===== config.mk =====
export PLATFORM = sky130hd
export DESIGN_NAME = irp_regs
export DESIGN_NICKNAME = d
export VERILOG_FILES = /design/src/irp_pkg.sv /design/src/irp_regs.sv
export VERILOG_INCLUDE_DIRS = /design/src
export SDC_FILE = /design/constraint.sdc
export NUM_CORES = 1
export LEC_CHECK = 0
export ABC_AREA = 1
export BUFFER_PORTS_ARGS = -buffer_cell sky130_fd_sc_hd__buf_2
export CAP_MARGIN = 30
export CORE_ASPECT_RATIO = 1.25
export CORE_UTILIZATION = 57
export DETAILED_ROUTE_END_ITERATION = 10
export PLACE_DENSITY = 0.85
export SLEW_MARGIN = 15
export SYNTH_ARGS = -nofsm -noshare
export SYNTH_HDL_FRONTEND = slang
export SYNTH_SLANG_ARGS = --single-unit

===== constraint.sdc =====
create_clock -name core_clk -period 4.3 [get_ports core_clk]
set_input_delay 0 -clock core_clk [delete_from_list [all_inputs] [get_ports core_clk]]
set_output_delay 0 -clock core_clk [all_outputs]
set_load 0.01 [all_outputs]

===== src/irp_map.svh =====
/*
  Register map, field positions and timing figures for the
  indexed register port and controller status word.
  Assumes inclusion by bare name from the design file.
*/
`ifndef IRP_MAP_SVH
`define IRP_MAP_SVH

`define IRP_OFS_DATA 5'h10
`define IRP_OFS_PTR_WORD 5'h12
`define IRP_OFS_PTR_DWORD 5'h14
`define IRP_OFS_RESET 5'h14
`define IRP_OFS_CFG_WORD 5'h16
`define IRP_OFS_CFG_DWORD 5'h1C

`define IRP_IDX_STATUS 8'h00
`define IRP_IDX_MASK 8'h03

`define IRP_BIT_ERR 15
`define IRP_BIT_BABBLE 14
`define IRP_BIT_COLL 13
`define IRP_BIT_MISS 12
`define IRP_BIT_BUS_TIMEOUT 11
`define IRP_BIT_INIT_DONE 8
`define IRP_BIT_SUMMARY 7
`define IRP_BIT_GATE 6
`define IRP_BIT_STOP 2

`define IRP_BABBLE_BYTES 11'd1519
`define IRP_SQE_BIT_TIMES 20
`define IRP_BIT_TIME_NS 100
`define IRP_CLK_NS 50
`define IRP_BUS_TIMEOUT_NS 51200

`endif


===== src/irp_pkg.sv =====
/*
  Types shared by the indexed register port design.
  Uses no constants from irp_map.svh; state encodings are local.
*/
package irp_pkg;
  typedef enum logic [2:0] {
    IRP_SQE_IDLE = 3'b001,
    IRP_SQE_WAIT = 3'b010,
    IRP_SQE_DONE = 3'b100
  } irp_sqe_type;
endpackage


===== src/irp_regs.sv =====
/*
  Indexed register port and controller status word: pointer register, status
  word with write-one-to-clear error flags, mask register and interrupt pin.
  Assumes a synchronous host port (address, read and write strobes, 32-bit data)
  and event pulses from the MAC, buffer manager and bus interface on core_clk.
*/
// Contract
// - Pointer low eight bits select status or configuration register for data access.
// - Pointer sits at 12h in word mode, 14h in double-word mode.
// - Offset 10h reaches the status-space register selected by pointer.
// - Offset 16h word, 1Ch double-word reaches the indexed configuration register.
// - Pointer bits 15-8 read zero; upper bits read zero here.
// - Pointer cleared by hardware or software reset, kept across stop.
// - Bit 15 is the OR of the four error flags, read-only.
// - Babble flag sets when a transmit frame reaches 1519 bytes.
// - Babble interrupts when gate is one and its mask is zero.
// - Error and done flags clear on write one; zero leaves them.
// - Error and done flags cleared by either reset or stop.
// - Collision flag sets when no collision within 20 bit times after transmit.
// - Twisted-pair mode: transmit attempt during link fail sets collision flag.
// - Collision flag never interrupts but does set the error summary.
// - Missed-frame flag sets on frame dropped for lack of descriptor; interrupts unmasked.
// - Bus-grant timeout flag sets when hold waits unacknowledged for programmed timeout.
// - Bus timeout sets error summary always, interrupts only when gated and unmasked.
// - Init-done flag sets after initialization block read; interrupts when unmasked.
// - Bit 7 is summary of unmasked sources; pin active only when gated.
// - Bit 6 gates the pin; written directly, cleared by reset or stop.
// - Stop happens only when one is written to a stop bit now zero.
// - Reading offset 14h performs a software reset.
`timescale 1ns/1ps
`include "irp_map.svh"

module irp_regs #(
  parameter int BUS_TIMEOUT_CYCLES = `IRP_BUS_TIMEOUT_NS / `IRP_CLK_NS
) (
  input wire logic core_clk,
  input wire logic reset_n,
  input wire logic dword_mode,
  input wire logic [4:0] host_addr,
  input wire logic host_rd,
  input wire logic host_wr,
  input wire logic [31:0] host_wdata,
  output logic [31:0] host_rdata,
  output logic [7:0] cfg_index,
  output logic cfg_rd,
  output logic cfg_wr,
  output logic [15:0] cfg_wdata,
  input wire logic [15:0] cfg_rdata,
  input wire logic tx_active,
  input wire logic tx_byte,
  input wire logic tx_attempt,
  input wire logic tx_end,
  input wire logic collision_in,
  input wire logic twisted_pair_mode,
  input wire logic link_fail,
  input wire logic frame_missed,
  input wire logic hold_req,
  input wire logic bus_grant_acknowledge,
  input wire logic init_read_done,
  input wire logic [5:0] other_pending,
  output logic stop_state,
  output logic soft_reset_pulse,
  output logic irq
);
  localparam int SQE_CYCLES = `IRP_SQE_BIT_TIMES * `IRP_BIT_TIME_NS / `IRP_CLK_NS;
  localparam int SQE_LATE = SQE_CYCLES + 1;

  logic [7:0] register_index_pointer_q;
  logic babble_flag_q, collision_heartbeat_flag_q, missed_frame_flag_q;
  logic bus_grant_timeout_flag_q, init_done_flag_q, interrupt_gate_q, stop_q;
  logic [15:0] interrupt_mask_register_q;
  logic [10:0] tx_count_q;
  logic [15:0] bus_wait_count_q;
  logic [5:0] sqe_count_q;
  irp_pkg::irp_sqe_type sqe_q;
  logic babble_set, coll_set, sqe_fail;
  logic ptr_hit, data_hit, cfg_hit, sw_reset, stop_pulse, status_wr;
  logic error_summary, interrupt_summary;
  logic [15:0] status_word;

  function automatic logic w1c(input logic flag, input logic set, input logic clr);
    w1c = set | (flag & ~clr);
  endfunction

  assign ptr_hit = host_addr == (dword_mode ? `IRP_OFS_PTR_DWORD : `IRP_OFS_PTR_WORD);
  assign data_hit = host_addr == `IRP_OFS_DATA;
  assign cfg_hit = host_addr == (dword_mode ? `IRP_OFS_CFG_DWORD : `IRP_OFS_CFG_WORD);
  assign sw_reset = host_rd && host_addr == `IRP_OFS_RESET;
  assign status_wr = host_wr && data_hit && register_index_pointer_q == `IRP_IDX_STATUS;
  assign stop_pulse = status_wr && host_wdata[`IRP_BIT_STOP] && !stop_q;

  // Babble: count bytes of the current frame, saturating at the limit
  always_ff @(posedge core_clk or negedge reset_n)
  begin
    if (!reset_n)
      tx_count_q <= 11'h000;
    else if (!tx_active)
      tx_count_q <= 11'h000;
    else if (tx_byte && tx_count_q != `IRP_BABBLE_BYTES)
      tx_count_q <= tx_count_q + 11'h001;
  end
  assign babble_set = tx_active && tx_byte && tx_count_q == `IRP_BABBLE_BYTES - 11'h001;

  // Heartbeat window after each transmission
  always_ff @(posedge core_clk or negedge reset_n)
  begin
    if (!reset_n)
    begin
      sqe_q <= irp_pkg::IRP_SQE_IDLE;
      sqe_count_q <= 6'h00;
    end
    else
    begin
      case (sqe_q)
        irp_pkg::IRP_SQE_IDLE:
        begin
          sqe_count_q <= 6'h00;
          if (tx_end)
            sqe_q <= irp_pkg::IRP_SQE_WAIT;
        end
        irp_pkg::IRP_SQE_WAIT:
        begin
          sqe_count_q <= sqe_count_q + 6'h01;
          if (collision_in || sqe_count_q == 6'(SQE_CYCLES - 1))
            sqe_q <= irp_pkg::IRP_SQE_DONE;
        end
        irp_pkg::IRP_SQE_DONE:
          sqe_q <= irp_pkg::IRP_SQE_IDLE;
        default:
          sqe_q <= irp_pkg::IRP_SQE_IDLE;
      endcase
    end
  end
  assign sqe_fail = sqe_q == irp_pkg::IRP_SQE_WAIT && !collision_in
    && sqe_count_q == 6'(SQE_CYCLES - 1);
  assign coll_set = sqe_fail || (twisted_pair_mode && link_fail && tx_attempt);

  // Bus grant timeout counter; restarts on each new hold request
  always_ff @(posedge core_clk or negedge reset_n)
  begin
    if (!reset_n)
      bus_wait_count_q <= 16'h0000;
    else if (!hold_req || bus_grant_acknowledge)
      bus_wait_count_q <= 16'h0000;
    else if (bus_wait_count_q != 16'(BUS_TIMEOUT_CYCLES))
      bus_wait_count_q <= bus_wait_count_q + 16'h0001;
  end

  // Pointer survives stop
  always_ff @(posedge core_clk or negedge reset_n)
  begin
    if (!reset_n)
      register_index_pointer_q <= 8'h00;
    else if (sw_reset)
      register_index_pointer_q <= 8'h00;
    else if (host_wr && ptr_hit)
      register_index_pointer_q <= host_wdata[7:0];
  end

  always_ff @(posedge core_clk or negedge reset_n)
  begin
    if (!reset_n)
    begin
      babble_flag_q <= 1'b0;
      collision_heartbeat_flag_q <= 1'b0;
      missed_frame_flag_q <= 1'b0;
      bus_grant_timeout_flag_q <= 1'b0;
      init_done_flag_q <= 1'b0;
    end
    else if (sw_reset || stop_pulse)
    begin
      babble_flag_q <= 1'b0;
      collision_heartbeat_flag_q <= 1'b0;
      missed_frame_flag_q <= 1'b0;
      bus_grant_timeout_flag_q <= 1'b0;
      init_done_flag_q <= 1'b0;
    end
    else
    begin
      // Set beats clear so no event is dropped
      babble_flag_q <= w1c(babble_flag_q, babble_set, status_wr && host_wdata[`IRP_BIT_BABBLE]);
      collision_heartbeat_flag_q <= w1c(collision_heartbeat_flag_q, coll_set,
        status_wr && host_wdata[`IRP_BIT_COLL]);
      missed_frame_flag_q <= w1c(missed_frame_flag_q, frame_missed,
        status_wr && host_wdata[`IRP_BIT_MISS]);
      bus_grant_timeout_flag_q <= w1c(bus_grant_timeout_flag_q,
        hold_req && !bus_grant_acknowledge && bus_wait_count_q == 16'(BUS_TIMEOUT_CYCLES - 1),
        status_wr && host_wdata[`IRP_BIT_BUS_TIMEOUT]);
      init_done_flag_q <= w1c(init_done_flag_q, init_read_done,
        status_wr && host_wdata[`IRP_BIT_INIT_DONE]);
    end
  end

  always_ff @(posedge core_clk or negedge reset_n)
  begin
    if (!reset_n)
    begin
      interrupt_gate_q <= 1'b0;
      stop_q <= 1'b1;
    end
    else if (sw_reset)
    begin
      interrupt_gate_q <= 1'b0;
      stop_q <= 1'b1;
    end
    else if (status_wr)
    begin
      // Stop clears the gate even if the same write sets it
      interrupt_gate_q <= host_wdata[`IRP_BIT_GATE] && !stop_pulse;
      stop_q <= host_wdata[`IRP_BIT_STOP];
    end
  end

  // Mask register at index 3; masks only, cleared by resets and stop
  always_ff @(posedge core_clk or negedge reset_n)
  begin
    if (!reset_n)
      interrupt_mask_register_q <= 16'h0000;
    else if (sw_reset || stop_pulse)
      interrupt_mask_register_q <= 16'h0000;
    else if (host_wr && data_hit && register_index_pointer_q == `IRP_IDX_MASK)
      interrupt_mask_register_q <= host_wdata[15:0];
  end

  assign error_summary = babble_flag_q | collision_heartbeat_flag_q
    | missed_frame_flag_q | bus_grant_timeout_flag_q;
  // Collision flag deliberately absent here
  assign interrupt_summary = (babble_flag_q & ~interrupt_mask_register_q[`IRP_BIT_BABBLE])
    | (missed_frame_flag_q & ~interrupt_mask_register_q[`IRP_BIT_MISS])
    | (bus_grant_timeout_flag_q & ~interrupt_mask_register_q[`IRP_BIT_BUS_TIMEOUT])
    | (init_done_flag_q & ~interrupt_mask_register_q[`IRP_BIT_INIT_DONE])
    | (|other_pending);

  always_comb
  begin
    status_word = 16'h0000;
    status_word[`IRP_BIT_ERR] = error_summary;
    status_word[`IRP_BIT_BABBLE] = babble_flag_q;
    status_word[`IRP_BIT_COLL] = collision_heartbeat_flag_q;
    status_word[`IRP_BIT_MISS] = missed_frame_flag_q;
    status_word[`IRP_BIT_BUS_TIMEOUT] = bus_grant_timeout_flag_q;
    status_word[`IRP_BIT_INIT_DONE] = init_done_flag_q;
    status_word[`IRP_BIT_SUMMARY] = interrupt_summary;
    status_word[`IRP_BIT_GATE] = interrupt_gate_q;
    status_word[`IRP_BIT_STOP] = stop_q;
  end

  always_ff @(posedge core_clk or negedge reset_n)
  begin
    if (!reset_n)
      irq <= 1'b0;
    else
      irq <= interrupt_gate_q && interrupt_summary;
  end

  always_ff @(posedge core_clk or negedge reset_n)
  begin
    if (!reset_n)
      host_rdata <= 32'h0000_0000;
    else if (host_rd && ptr_hit && !sw_reset)
      host_rdata <= {24'h000000, register_index_pointer_q};
    else if (host_rd && data_hit)
      case (register_index_pointer_q)
        `IRP_IDX_STATUS: host_rdata <= {16'h0000, status_word};
        `IRP_IDX_MASK: host_rdata <= {16'h0000, interrupt_mask_register_q};
        default: host_rdata <= 32'h0000_0000;
      endcase
    else if (host_rd && cfg_hit)
      host_rdata <= {16'h0000, cfg_rdata};
    else
      host_rdata <= 32'h0000_0000;
  end

  always_ff @(posedge core_clk or negedge reset_n)
  begin
    if (!reset_n)
    begin
      cfg_index <= 8'h00;
      cfg_rd <= 1'b0;
      cfg_wr <= 1'b0;
      cfg_wdata <= 16'h0000;
      stop_state <= 1'b1;
      soft_reset_pulse <= 1'b0;
    end
    else
    begin
      cfg_index <= register_index_pointer_q;
      cfg_rd <= host_rd && cfg_hit;
      cfg_wr <= host_wr && cfg_hit;
      cfg_wdata <= host_wdata[15:0];
      stop_state <= sw_reset || (status_wr ? host_wdata[`IRP_BIT_STOP] : stop_q);
      soft_reset_pulse <= sw_reset;
    end
  end
endmodule


### Yosys cells after proc, flatten, opt, wreduce, memory -nomap -nowiden

Index checks and enable logic that the tools add are counted.

| storage, ports and cells | value |
|---|---|
| flip-flop bits (word level) | 128 |
| output and inout bits | 61 |

| operators by class | value |
|---|---|
| bitwise logic cells | 30 |
| $add $sub $neg | 3 |
| reductions and logical operators | 47 |
| multiplexer cells | 27 |
| eq/ne operators | 15 |

Operators by type and width:

| operator | number |
|---|---|
| 16-bit two-way mux | 5 |
| 32-bit two-way mux | 2 |
| 16-bit case mux with 2 select lines | 1 |
| 1-bit logical AND | 28 |
| 11-bit two-way mux | 2 |
| 16-bit by 1-bit adder with 16-bit output, second input constant | 1 |
| 16-bit by 10-bit == test with 1-bit output, second input constant | 1 |
| 8-bit two-way mux | 2 |
| 16-bit by 11-bit inequality test with 1-bit output, second input constant | 1 |
| 1-bit bitwise OR | 12 |
| 6-bit case mux with 2 select lines | 1 |
| 11-bit by 1-bit adder with 11-bit output, second input constant | 1 |
| 11-bit == test, second input constant | 1 |
| 11-bit inequality test, second input constant | 1 |
| 5-bit == test | 2 |
| 5-bit == test, second input constant | 2 |
| 2-bit nonzero test | 5 |
| 1-bit bitwise AND | 9 |
| 1-bit two-way mux | 9 |
| 3-bit two-way mux | 3 |
| 1-bit inverter | 9 |
| 8-bit by 2-bit == test with 1-bit output, second input constant | 1 |
| 8-bit zero test | 1 |
| 6-bit by 1-bit adder with 6-bit output, second input constant | 1 |
| other kinds (11) | 21 |

### Longest topological paths before layout

Gate-level depths: netlist (run 1).

| depth | value |
|---|---|
| depth in word-level cells | 9 |
| depth in mapped cells | 10 |

### Worst setup path after synthesis (run 1)

Ideal clock, no wire load.

| timing path | value |
|---|---|
| path type | reg2reg |
| start point | register tx_count_q[0] |
| end point | register tx_count_q[9] |
| library setup time | 121 ps |
| cell stages (with the launch flop) | 9 |
| clock period less this slack | 1,403 ps |
| arrival time | 1,282 ps |
| path buffers | 0 |
| path slack | 2,897 ps |
| cells stage by stage | dfrtp_1 ha_1 inv_1 nor2_2 nand3_1 nand2_2 nand2_1 inv_2 o21ai_1 |

| on the way | value |
|---|---|
| longest elaborated chain between the ends | 3 |
| elaborated cells between the ends (all ways) | 6 |

RTL lines:

| element | RTL line | RTL |
|---|---|---|
| start, declared | irp_regs.sv:72 | `logic [10:0] tx_count_q;` |
| start signal, assigned | irp_regs.sv:100 | `tx_count_q <= tx_count_q + 11'h001;` |
| 11-bit by 1-bit adder with 11-bit output / 11-bit inequality test (equally long branches) | - |  |
| 11-bit two-way mux / 1-bit logical AND (equally long branches) | - |  |
| 11-bit two-way mux / 2-bit by 1-bit inequality test with 1-bit output (equally long branches) | - |  |

Parallel ways exist; a longest one is shown, timed or not. The select of a mux whose other input is x is not followed.
A chain may end at the register's enable or synchronous reset.

### Worst setup path in the final report (run 1)

| timing path | value |
|---|---|
| start point | register register_index_pointer_q[4] |
| end point | register missed_frame_flag_q |

| on the way | value |
|---|---|
| longest elaborated chain between the ends | 7 |
| elaborated cells between the ends (all ways) | 10 |

RTL lines:

| element | RTL line | RTL |
|---|---|---|
| start, declared | irp_regs.sv:68 | `logic [7:0] register_index_pointer_q;` |
| start signal, assigned | irp_regs.sv:157 | `register_index_pointer_q <= host_wdata[7:0];` |
| 8-bit zero test (*) | - |  |
| 1-bit logical AND (no line) (*) | - |  |
| 1-bit logical AND | irp_regs.sv:185 | `` status_wr && host_wdata[`IRP_BIT_MISS]); `` |
| 1-bit inverter | irp_regs.sv:82 | `w1c = set \| (flag & ~clr);` |
| 1-bit bitwise AND | irp_regs.sv:82 |  |
| 1-bit bitwise OR | irp_regs.sv:82 |  |
| 1-bit two-way mux (*) | irp_regs.sv:170 | `else if (sw_reset \|\| stop_pulse)` |
| end signal, assigned | irp_regs.sv:184 | `missed_frame_flag_q <= w1c(missed_frame_flag_q, frame_missed,` |
| end, declared | irp_regs.sv:69 | `logic babble_flag_q, collision_heartbeat_flag_q, missed_frame_flag_q;` |

Mark *: on every way between the ends. The rest lies on a longest branch, timed or not.

==> results, run 1 <==
- Detailed placement finished with a half-perimeter wire length of 8500 um.
- After synthesis, the largest family of logic cells by area is simple AND/OR/NAND/NOR gates.
- The die span in y is 111 um.
- The maximum root-to-sink buffer count is 2.
- The endpoint required time on the critical path is 4.52 ns.
- In this run the tightest slew margin relative to its limit is 66.0%.
- The post-synthesis share of cell area spent on full adders, half adders and majority gates is 1.16%.
- A synthesized cell averages 8.22 um^2.
- In the finished design, the share of the clock period the worst path needs comes to 45.4%.
- The clock network power share is 36.1%.
- The detailed router finished its first iteration with 321 violations.
- The sequential fraction of design power is 49.2%.
- In the routed layout, each cell is associated on average with a via count of 5.25.
- The static power due to leakage is 3.43 nW.
- The flow ran to the end, and the final reports show no timing, DRC or antenna violations.
- The startpoint class of the critical path is a flop.
- Setup repair after global routing left no endpoint under its margin.
- The clock drives 111 sinks.
- Per report_power, the combinational group accounts for 14.7% of the total.
- CTS placed an instance of sky130_fd_sc_hd__clkbuf_16 at the clock tree root.
- Registers take 2780 um^2.
- The first-pass GRT wire length is 21600 um.
- The worst path in the final design needs a cycle of 1.95 ns, including I/O delays and setup.
- Routability-driven placement finished with a final weighted congestion of 0.882.
- The critical path data arrival time is 2.18 ns.
- The path class of the lowest-slack min-delay path is primary input to flop.
- The sequential share of the synthesized area is 51.5%.
- The TritonCTS clock tree is yes.
- The ratio of cells with drive above 1 in the final layout is 19.0%.
- For hold timing, the worst endpoint is cfg_wr$_DFF_PN0_.
- The leftover overflow at the end of global routing is 0.
- The beginning of the worst register-to-register path is register_index_pointer_q[4]$_DFFE_PN0P_.
- The die covers 9870 um^2.
- Summed over all layers, the routed wires come to 13000 um.
- After clock tree synthesis, the clock-pin slew on the worst setup and hold paths is 0.07 ns.
- The floorplan die width is 89.0 um.
- The most common cell after layout, fill and taps aside is sky130_fd_sc_hd__nand2_1.
- The pin count of the biggest net entering global routing is 79.
- In this run the most critical hold path is launched from host_addr[0].
- The effective utilization at floorplan is 58.8%.
- Post-CTS timing repair inserted 0 buffers for setup.
- Counting the fill cells in the layout gives 696.
- Measured against the total synthesized area, the mux share comes to 0%.
- Yosys attributes the largest share of cell area to sky130_fd_sc_hd__dfrtp_1, sky130_fd_sc_hd__nand2_1, sky130_fd_sc_hd__nand3_1, sky130_fd_sc_hd__inv_1, sky130_fd_sc_hd__nor2_1.
- The via count of the first global-routing pass is 4862.
- For this run, the top clock speed supported by timing is 512 MHz.
- The all-layer global routing usage is 28.3%.
- The count of final setup violators is 0.
- The number of cell rows is 39.
- Across all layers, the routed design uses 4852 vias.
- The kind of critical path is flop to flop.
- The layout overhead on the synthesized area is 22.6%.
- Along the worst hold path, the cell count comes to 4.
- Max-cap violations in this run came to 0.
- The antenna cell count is 0.
- After detailed routing, the number of remaining DRC violations is 0.
- In this run the power spent charging and discharging nets is 673 uW.
- In the layout the commonest cells are sky130_fd_sc_hd__nand2_1, sky130_fd_sc_hd__dfrtp_1, sky130_fd_sc_hd__buf_2.
- The share of the synthesized area in the top cell type is 50.5%.
- The clock tree synthesis step divided the H-tree into 3 levels.
- For the worst flop-to-flop path, the logic depth is 6.
- The simple-gate portion of the synthesized area is 30.5%.
- sky130_fd_sc_hd__dfrtp_1 takes more of the synthesized area than any other cell.
- Once placement finished, the instance area stood at 5910 um^2.
- The worst setup path is captured at a flop.
- Adding up every negative setup slack in the final design gives 0 ns.
- In the synthesized netlist, the number of instances is 657.
- Pin placement for this block handled 136 I/O pins.
- The maximum resistive drop on vdd is 0.277 mV.
- The later-pin clock latency in the skew report is 0.35 ns.
- The count of final max-slew check failures is 0.
- The final-report hold violation count is 0.
- The share of the synthesized area in compound gates (AO/OA/AOI/OAI) is 5.49%.
- With fillers left out, the area of the finished cells amounts to 6620 um^2.
- The highest net fanout along the worst path is 21.
- The core box area is 9170 um^2.
- After the last flow step, the layout net total stands at 876.
- At the pin with the least slew margin, the transition time is 0.508 ns.
- For flop-to-flop paths, the worst setup slack is 2.35 ns.
- Dividing total power by cell area gives a power density of 364 nW/um^2.
- Synthesis instantiated 40 different standard cells from the library.
- The number of warnings issued by yosys is 0.
- The number of CTS-inserted buffers is 9.
- Tracing the worst setup path back leads to its startpoint at register_index_pointer_q[4]$_DFFE_PN0P_.
- The multi-input combinational cells in the finished layout cover a total of 2120 um^2.
- The number of antenna violations at the first check in global routing is 0.
- Buffers placed on the I/O ports in this run total 103.
- Before antenna repair, the detailed router went through 5 iterations.
- The average wire per cell in the routed design is 14.1 um.
- The mapped cell area is 5400 um^2.
- The internal power component is 1.74 mW.
- In this run the critical register-to-register path is captured at missed_frame_flag_q$_DFF_PN0_.
- The synthesized netlist devotes 1.14% of its cell area to XOR and XNOR gates.
- Net switching is 27.9% of the power.
- In this run, synthesis produced a sequential element count of 111.
- In this run the remaining antenna-violating nets after routing total 0.
- The worst clock skew on the final layout is 0.0102 ns.
-- through the flow --
stage	hold slack [ns]	std cells	utilization [%]	setup slack (ns)	power, mW
after floorplan	-0.296	672	-	2.90	1.40
after global placement	0.132	870	64.4	2.44	1.50
after detailed placement	0.131	870	64.4	2.34	1.52
after CTS	0.00522	922	71.7	2.33	2.40
after global routing	0.0409	924	72.1	2.14	2.52
final	0.0163	924	72.1	2.35	2.41
-- power by group through the flow --
stage                     Sequential [mW]  Clock, mW  Combinational [mW]
after global placement               1.20          0               0.306
after global routing                 1.20      0.921               0.400
after detailed placement             1.20          0               0.320
after floorplan                      1.21          0               0.191
final                                1.18      0.870               0.355
after CTS                            1.18      0.876               0.347
-- sequential cells by signal, indices dropped and copies added, names as in the netlist, 3 cells and up --
| register | flops |
|---|---|
| bus_wait_count_q | 16 |
| cfg_index | 8 |
| cfg_wdata | 16 |
| host_rdata | 16 |
| interrupt_mask_register_q | 16 |
| register_index_pointer_q | 8 |
| sqe_count_q | 6 |
| sqe_q | 3 |
| tx_count_q | 11 |
-- worst max path at each step --
stage / slack (ns) / cells past startpoint / end
final: 2.35 / 6 / missed_frame_flag_q$_DFF_PN0_
after global routing: 2.14 / 6 / interrupt_mask_register_q[5]$_DFFE_PN0P_
after CTS: 2.33 / 6 / babble_flag_q$_DFF_PN0_
after detailed placement: 2.34 / 6 / bus_grant_timeout_flag_q$_DFF_PN0_
after global placement: 2.44 / 6 / bus_grant_timeout_flag_q$_DFF_PN0_
after floorplan: 2.90 / 8 / tx_count_q[9]$_DFFE_PN0P_
-- per-layer routing --
layer,track usage (%),part of all wire (%)
met3,3.57,4.8
met2,49.5,53
met4,11.7,2.8
met5,0,0
met1,34.5,40
-- cell type report --
class,count,share of cell area [%]
timing repair buffer,142,13.9
tap,123,2.33
sequential,111,42.0
clock buffer,10,3.61
inverter,86,4.88
clock inverter,6,1.13
multi-input combinational,446,32.1
-- cells by family (layout without fill, tap and decap cells) --
| kind of cell | after synthesis | in the layout |
|---|---|---|
| and+or+nand+nor | 363 | 363 |
| buffers and inverters | 115 | 244 |
| DFF | 111 | 111 |
| AOI/OAI and AO/OA | 55 | 55 |
| xor gates and xnor gates | 7 | 7 |
| adders and majority gates | 5 | 5 |
| other | 1 | 16 |
-- cell usage after synthesis (all sizes together) --
cell / instances
nand2: 177
dfrtp: 109
o21bai: 1
nor2: 80
clkbuf: 1
o21ai: 29
nand4: 14
a21oi: 19
conb: 1
buf: 28
o211ai: 1
xor2: 6
a21boi: 1
nand3: 71
nor4: 2
o21a: 1
ha: 5
a22o: 1
a211oi: 1
o22ai: 1
xnor2: 1
dfstp: 2
inv: 86
nor3: 17
nand3b: 2
-- timing repair --
action | 4_1_cts | 5_1_grt
hold endpoints to repair | 126 | 0
hold buffers | 36 | 0
gates resized for setup | 0 | 0
-- worst max-delay path, stage by stage (launching register included) --
cell,delay [ns]
sky130_fd_sc_hd__dfrtp_1,0.42
sky130_fd_sc_hd__nor2_2,0.16
sky130_fd_sc_hd__nand3_4,0.13
sky130_fd_sc_hd__nor2_4,0.39
sky130_fd_sc_hd__nand4_1,0.22
sky130_fd_sc_hd__nand2_2,0.39
sky130_fd_sc_hd__nor2_1,0.10
Note: power is estimated with default switching activity, not from simulation.
==> inputs of run 2 (changes only) <==
--- a/config.mk
+++ b/config.mk
@@ -10,9 +10,9 @@
 export BUFFER_PORTS_ARGS = -buffer_cell sky130_fd_sc_hd__buf_2
 export CAP_MARGIN = 30
 export CORE_ASPECT_RATIO = 1.25
-export CORE_UTILIZATION = 57
+export CORE_UTILIZATION = 53
 export DETAILED_ROUTE_END_ITERATION = 10
-export PLACE_DENSITY = 0.85
+export PLACE_DENSITY = 0.8
 export SLEW_MARGIN = 15
 export SYNTH_ARGS = -nofsm -noshare
 export SYNTH_HDL_FRONTEND = slang
==> constraint.sdc (replaced) <==
create_clock -name core_clk -period 1.9 [get_ports core_clk]
set_input_delay 0 -clock core_clk [delete_from_list [all_inputs] [get_ports core_clk]]
set_output_delay 0 -clock core_clk [all_outputs]
set_load 0.01 [all_outputs]
==> results, run 2 (synthesis results as in run 1) <==
- The kind of critical path is flop to flop.
- The maximum root-to-sink buffer count was 2 (unchanged).
- The number of non-filler instances in the completed layout is 936 (+1.3%).
- The detailed placer's ending HPWL is 8650 um (+1.8%).
- The kind of end point of the critical path is a flop.
- The number of antenna violations at the first check in global routing is 0 (unchanged).
- The core box area was 9760 um^2 (+6.4%).
- The count of final setup violators came to 0 (unchanged).
- The cell area after placement is 6000 um^2 (+1.5%).
- The utilization after layout is 68.4% (-3.7 points).
- The sequential fraction of design power was 49.2% (about the same).
- The post-route cell area is 6680 um^2 (+0.93%).
- The startpoint class of the critical path is a flop.
- The library cell appearing most often on the critical path is sky130_fd_sc_hd__nand2_1.
- The number of top-level design ports is 136 (unchanged).
- The worst path buffer plus inverter count is 2 (+2).
- The final-report hold violation count is 0 (unchanged).
- The effective utilization at floorplan is 55.3% (-3.5 points).
- The highest net fanout along the worst path is 7 (-67%).
- The floorplan die width is 92.3 um (+3.6%).
- The via count of the first global-routing pass is 4595 (-5.5%).
- The number of gates resized after CTS is 0 (unchanged).
- The number of detailed-route iterations in the first pass is 5 (unchanged).
- The die footprint was 10600 um^2 (+7.4%).
- The transition at the pin with the smallest max-transition slack is 0.590 ns (+0.0819 ns).
- The power per cell area is 814 nW/um^2 (+120%).
- The average wire per cell in the routed design is 13.3 um (-5.6%).
- The summed negative setup slack over all endpoints is 0 ns (unchanged).
- The layout filler cell count was 759 (+9.1%).
- The die span in y is 115 um (+3.6%).
- The clock sink count came to 111 (unchanged).
- The endpoint required time on the critical path is 2.17 ns (-2.35 ns).
- The ratio of cells with drive above 1 in the final layout is 19.6% (+0.65 points).
- The worst flop-to-flop path endpoint is tx_count_q[9]$_DFFE_PN0P_.
- The leftover overflow at the end of global routing is 0 (unchanged).
- The number of buffers inserted by port buffering is 103 (unchanged).
- The via count came to 4775 (-1.6%).
- The critical path's largest stage delay is 0.42 ns (about the same).
- The achievable clock frequency was 597 MHz (+17%).
- The cell count of the worst hold path is 4 (unchanged).
- The worst hold path belongs to the class primary input to flop.
- The number of cell rows is 40 (+2.6%).
- Traced cell by cell, the critical path runs through ha_1 -> inv_1 -> nor2_2 -> nand3_1 -> nand2_2 -> nand2_1 -> inv_2 -> nand2_1 -> o21ai_1.
- The total net switching power is 1.46 mW (+120%).
- The maximum resistive drop on vdd was 0.592 mV (+110%).
- The internal power component is 3.97 mW (+130%).
- The clock network power share is 35.7% (-0.4 points).
- The final-stage net count was 885 (+1.0%).
- The later-pin clock latency in the skew report came to 0.35 ns (about the same).
- The final estimated routing congestion in global placement came to 0.903 (+2.3%).
- The layout overhead on the synthesized area is 23.7%.
- The library cell used most frequently in the layout, excluding fill and tap cells, is sky130_fd_sc_hd__nand2_1.
- The number of CTS-inserted buffers is 9 (unchanged).
- The share of the clock period used by the worst path after layout is 88.2% (+43 points).
- The internal reg-to-reg setup slack came to 0.22 ns (-2.12 ns).
- The total wire length after detailed routing is 12500 um (-4.4%).
- The worst clock skew on the final layout is 0.00779 ns (-0.00246 ns).
- The final antenna-violating net count was 0 (unchanged).
- TritonCTS built the clock tree.
- The mean number of vias per cell came to 5.10 (-2.8%).
- The pin count of the biggest net entering global routing is 47 (-41%).
- The sink of the worst hold path is cfg_wr$_DFF_PN0_.
- The worst hold slack across all endpoints came to 0.00801 ns (-0.00832 ns).
- The part of the total power dissipated in combinational logic is 15.1% (+0.4 points).
- The logic depth of the worst register-to-register path was 9 (+3).
- The beginning of the worst register-to-register path is tx_count_q[0]$_DFFE_PN0P_.
- The startpoint of the worst hold path is host_addr[3].
- The library cells used most frequently in the layout, excluding fill and tap cells, are sky130_fd_sc_hd__nand2_1, sky130_fd_sc_hd__dfrtp_1, sky130_fd_sc_hd__buf_2.
- The library cell used as clock root buffer is sky130_fd_sc_hd__clkbuf_16.
- The static power due to leakage is 3.47 nW (+1.3%).
- The worst slew margin relative to its limit was 60.7% (-5.4 points).
- The switching part of the total power is 26.9% (-1.1 points).
- In this design, the largest share of critical-path delay is due to simple AND/OR/NAND/NOR gates.
- The number of violations of the max-capacitance limit is 0 (unchanged).
- On the critical path, the stage with the largest delay is an instance of sky130_fd_sc_hd__dfrtp_1.
- The count of final max-slew check failures is 0 (unchanged).
- The antenna cell count is 0 (unchanged).
- The first-pass GRT wire length is 20400 um (-5.9%).
- The critical path data arrival time came to 1.95 ns (-0.23 ns).
- The final critical path time including I/O delays and setup is 1.68 ns (-0.278 ns).
- The post-CTS clock slew at the launch and capture registers of the worst setup and hold paths is 0.07 ns (about the same).
- The violation count after the first detailed-routing iteration is 297 (-7.5%).
- The all-layer global routing usage is 24.6% (-3.7 points).
- The cell count after placement came to 883 (+1.5%).
- The remaining routing DRC violations is 0 (unchanged).
- The flow ran to the end, and the final reports show no timing, DRC or antenna violations.
- Setup repair after global routing left no endpoint under its margin.
- The H-tree depth reported by CTS is 3 (unchanged).
run 2: worst register-to-register path, stage by stage, from the launching register on:
cell	delay (ns)
sky130_fd_sc_hd__dfrtp_1	0.42
sky130_fd_sc_hd__ha_1	0.21
sky130_fd_sc_hd__inv_1	0.10
sky130_fd_sc_hd__nor2_2	0.20
sky130_fd_sc_hd__nand3_1	0.12
sky130_fd_sc_hd__nand2_2	0.13
sky130_fd_sc_hd__nand2_1	0.15
sky130_fd_sc_hd__inv_2	0.13
sky130_fd_sc_hd__nand2_1	0.06
sky130_fd_sc_hd__o21ai_1	0.08
run 2: power by group through the flow:
stage                     sequential, mW  combinational (mW)  clock (mW)
after floorplan                     2.73               0.433           0
after global placement              2.71               0.728           0
after detailed placement            2.72               0.756           0
after CTS                           2.68               0.817        1.96
after global routing                2.69               0.911        2.04
final                               2.68               0.820        1.94
run 2: repair_timing:
action | 4_1_cts | 5_1_grt
hold buffers | 37 | 0
setup buffers | 0 | 0
endpoints found under the hold margin | 89 | 0
run 2: worst max path at each step:
stage	from	end	cells past startpoint
final	tx_count_q[0]$_DFFE_PN0P_	tx_count_q[9]$_DFFE_PN0P_	9
after global routing	tx_count_q[0]$_DFFE_PN0P_	tx_count_q[9]$_DFFE_PN0P_	9
after CTS	tx_count_q[0]$_DFFE_PN0P_	tx_count_q[9]$_DFFE_PN0P_	9
after detailed placement	tx_count_q[0]$_DFFE_PN0P_	tx_count_q[9]$_DFFE_PN0P_	9
after global placement	tx_count_q[0]$_DFFE_PN0P_	tx_count_q[0]$_DFFE_PN0P_	9
after floorplan	tx_count_q[0]$_DFFE_PN0P_	tx_count_q[9]$_DFFE_PN0P_	8
run 2: layer usage:
metal | GRT usage [%] | up-vias | wire [um]
met4 | 13.3 | 0 | 415
met2 | 42.6 | 150 | 6350
met3 | 4.10 | 29 | 514
met1 | 29.4 | 2249 | 5180
li1 | - | 2347 | -
met5 | 0 | - | 0
run 2: layout make-up:
| class | instances | area (um^2) | area share [%] |
|---|---|---|---|
| Clock inverter | 4 | 52.6 | 0.787 |
| Inverter | 86 | 323 | 4.83 |
| Tap cell | 126 | 158 | 2.36 |
| Multi-Input combinational cell | 446 | 2120 | 31.8 |
| Timing Repair Buffer | 151 | 983 | 14.7 |
| Clock buffer | 12 | 256 | 3.84 |
| Sequential cell | 111 | 2780 | 41.6 |
run 2: stage by stage:
step	setup slack (ns)	power [mW]
2_1_floorplan	0.497	3.17
3_3_place_gp	0.276	3.43
3_5_place_dp	0.256	3.47
4_1_cts	0.232	5.45
5_1_grt	0.0208	5.65
6_report	0.224	5.43
==> inputs of run 3 (changes only) <==
--- a/config.mk
+++ b/config.mk
@@ -10,9 +10,9 @@
 export BUFFER_PORTS_ARGS = -buffer_cell sky130_fd_sc_hd__buf_2
 export CAP_MARGIN = 30
 export CORE_ASPECT_RATIO = 1.25
-export CORE_UTILIZATION = 53
+export CORE_UTILIZATION = 45
 export DETAILED_ROUTE_END_ITERATION = 10
-export PLACE_DENSITY = 0.8
+export PLACE_DENSITY = 0.69
 export SLEW_MARGIN = 15
 export SYNTH_ARGS = -nofsm -noshare
 export SYNTH_HDL_FRONTEND = slang
==> results, run 3 (synthesis results as in run 1) <==
- The share of the clock period used by the worst path after layout came to 87.8% (-0.36 points).
- The antenna cell count is 0 (unchanged).
- The total wire length after detailed routing is 12100 um (-3.0%).
- The floorplan die width is 100 um (+8.3%).
- The number of buffers inserted by port buffering is 103 (unchanged).
- The number of cell rows is 44 (+10%).
- The wire length on met1 is 5070 um (-2.1%).
- The layout overhead on the synthesized area is 23.6% (about the same).
- The worst clock skew on the final layout is 0.00524 ns (-0.00255 ns).
- The first-pass GRT wire length is 21000 um (+3.1%).
- The count of final setup violators is 0 (unchanged).
- The number of CTS-inserted buffers was 9 (unchanged).
- The met3 wire length is 480 um (-6.6%).
- Setup repair after global routing left no endpoint under its margin.
- The critical path data arrival time was 1.94 ns (about the same).
- The die footprint is 12400 um^2 (+17%).
- The run finished with clean final reports.
- The remaining routing DRC violations is 0 (unchanged).
- The power per cell area was 791 nW/um^2 (-2.9%).
- The number of top-level design ports is 136 (unchanged).
- In the layout the commonest cells are sky130_fd_sc_hd__nand2_1, sky130_fd_sc_hd__dfrtp_1, sky130_fd_sc_hd__buf_2.
- The internal power component came to 3.77 mW (-5.1%).
- The mean number of vias per cell is 4.84 (-5.1%).
- The leftover overflow at the end of global routing is 0 (unchanged).
- The achievable clock frequency is 599 MHz (+0.41%).
- The highest net fanout along the worst path is 7 (unchanged).
- The number of detailed-route iterations in the first pass came to 4 (-1).
- The all-layer global routing usage was 21.0% (-3.6 points).
- The maximum root-to-sink buffer count is 2 (unchanged).
- The total net switching power is 1.50 mW (+2.8%).
- The endpoint required time on the critical path is 2.17 ns (about the same).
- The final antenna-violating net count was 0 (unchanged).
- The final-stage net count is 881 (-0.45%).
- The later-pin clock latency in the skew report is 0.35 ns (about the same).
- The TritonCTS clock tree is yes.
- The core box area is 11700 um^2 (+20%).
- The ratio of cells with drive above 1 in the final layout is 19.4% (-0.27 points).
- The clock network power share is 34.1% (-1.6 points).
- The library cell used most frequently in the layout, excluding fill and tap cells, is sky130_fd_sc_hd__nand2_1.
- The via count of the first global-routing pass is 4774 (+3.9%).
- The min-delay analysis places its worst path in the category primary input to flop.
- The final critical path time including I/O delays and setup came to 1.67 ns (-0.00692 ns).
- Routed signal wires occupy layers up through met4.
- The clock sink count is 111 (unchanged).
- The final-report hold violation count came to 0 (unchanged).
- The overall power of the completed layout was 5.27 mW (-3.0%).
- The critical path is of the flop to flop type.
- The average wire per cell in the routed design is 12.5 um (-6.1%).
- The part of the total power dissipated in combinational logic is 15.3% (+0.2 points).
- The layout filler cell count is 1092 (+44%).
- The library cell used as clock root buffer is sky130_fd_sc_hd__clkbuf_16.
- STA classifies the critical path endpoint as a flop.
- The effective utilization at floorplan is 46.2% (-9.1 points).
- The summed negative setup slack over all endpoints was 0 ns (unchanged).
- The sequential fraction of design power is 50.6% (+1.4 points).
- The length of routed met2 wiring was 6340 um (-0.11%).
- The switching part of the total power is 28.5% (+1.6 points).
- The final estimated routing congestion in global placement came to 0.853 (-5.5%).
- The pin count of the biggest net entering global routing is 70 (+49%).
- The via count is 4683 (-1.9%).
- The maximum resistive drop on vdd is 0.519 mV (-12%).
- The detailed placer's ending HPWL is 8460 um (-2.3%).
- The startpoint class of the critical path is a flop.
- The die span in y was 124 um (+8.4%).
- The violation count after the first detailed-routing iteration is 156 (-47%).
- The H-tree depth reported by CTS is 3 (unchanged).
- The number of violations of the max-capacitance limit is 0 (unchanged).
- The static power due to leakage is 3.43 nW (-1.2%).
- The count of final max-slew check failures is 0 (unchanged).
- The post-CTS clock slew at the launch and capture registers of the worst setup and hold paths is 0.07 ns (about the same).
- The number of antenna violations at the first check in global routing came to 0 (unchanged).
[run 3: changes by cell type in the layout (fill, tap and decap cells not counted)]
cell / before / now
sky130_fd_sc_hd__buf_4: 11 / 8
sky130_fd_sc_hd__bufinv_16: 1 / 0
sky130_fd_sc_hd__clkbuf_8: 2 / 0
sky130_fd_sc_hd__clkinv_2: 1 / 0
sky130_fd_sc_hd__clkinv_4: 1 / 2
sky130_fd_sc_hd__clkinv_8: 0 / 1
sky130_fd_sc_hd__clkinvlp_4: 0 / 2
sky130_fd_sc_hd__dlygate4sd3_1: 37 / 36
sky130_fd_sc_hd__nor2_2: 6 / 5
sky130_fd_sc_hd__nor2_4: 3 / 4
[run 3: worst paths after layout]
check | startpoint | end | slack [ns] | cells past startpoint
worst max-delay path | tx_count_q[0]$_DFFE_PN0P_ | tx_count_q[0]$_DFFE_PN0P_ | 0.23 | 9
max in group asynchronous | reset_n | stop_q$_DFF_PN1_ | 1.20 | 3
worst min-delay path | link_fail | collision_heartbeat_flag_q$_DFF_PN0_ | 0.007 | 5
worst max register to register | tx_count_q[0]$_DFFE_PN0P_ | tx_count_q[0]$_DFFE_PN0P_ | 0.23 | 9
worst min register to register | register_index_pointer_q[6]$_DFFE_PN0P_ | cfg_index[6]$_DFF_PN0_ | 0.42 | 0
min in group asynchronous | reset_n | register_index_pointer_q[3]$_DFFE_PN0P_ | 0.02 | 2
[run 3: timing repair]
action	in CTS	in global routing
endpoints found under the hold margin	159	0
hold buffers	36	0
setup endpoints to repair	0	1
resized for setup	0	1
buffers inserted	0	0
[run 3: per-stage QoR]
step	cells	setup slack (ns)	instance area, um^2	hold WS [ns]	util, %
after floorplan	672	0.497	5450	-0.296	-
after global placement	915	0.243	6020	-0.165	51.6
after detailed placement	915	0.214	6020	-0.157	51.6
after CTS	967	0.191	6670	0.00318	57.1
after global routing	967	0.0398	6670	0.0198	57.2
final	967	0.231	6670	0.00691	57.2
[run 3: power groups by stage]
stage               clock, mW  combinational (mW)  sequential, mW
floorplan                   0               0.433            2.73
global placement            0               0.727            2.71
detailed placement          0               0.751            2.72
CTS                      1.84               0.809            2.67
global route             1.95               0.908            2.70
finish                   1.80               0.805            2.67
[run 3: final cells by class]
class,instances,area [um^2],share of cell area [%]
Sequential cell,111,2780,41.7
Multi-Input combinational cell,446,2130,31.9
Timing Repair Buffer,147,951,14.3
Inverter,86,323,4.84
Clock buffer,10,229,3.43
Tap cell,161,201,3.02
Clock inverter,6,57.6,0.863
[run 3: critical path, cell delays in order (launching register included)]
cell and delay (ns):
sky130_fd_sc_hd__dfrtp_1 0.42, sky130_fd_sc_hd__ha_1 0.23, sky130_fd_sc_hd__inv_1 0.12, sky130_fd_sc_hd__nor2_4 0.17
sky130_fd_sc_hd__nand3_1 0.11, sky130_fd_sc_hd__nand2_2 0.13, sky130_fd_sc_hd__nand2_1 0.16, sky130_fd_sc_hd__inv_2 0.13
sky130_fd_sc_hd__nand2_1 0.05, sky130_fd_sc_hd__o21ai_0 0.07
[run 3: layer usage]
| metal | track usage, % | vias up |
|---|---|---|
| met1 | 24.5 | 2183 |
| li1 | - | 2341 |
| met2 | 38.6 | 140 |
| met4 | 6.83 | 0 |
| met5 | 0 | - |
| met3 | 3.48 | 19 |
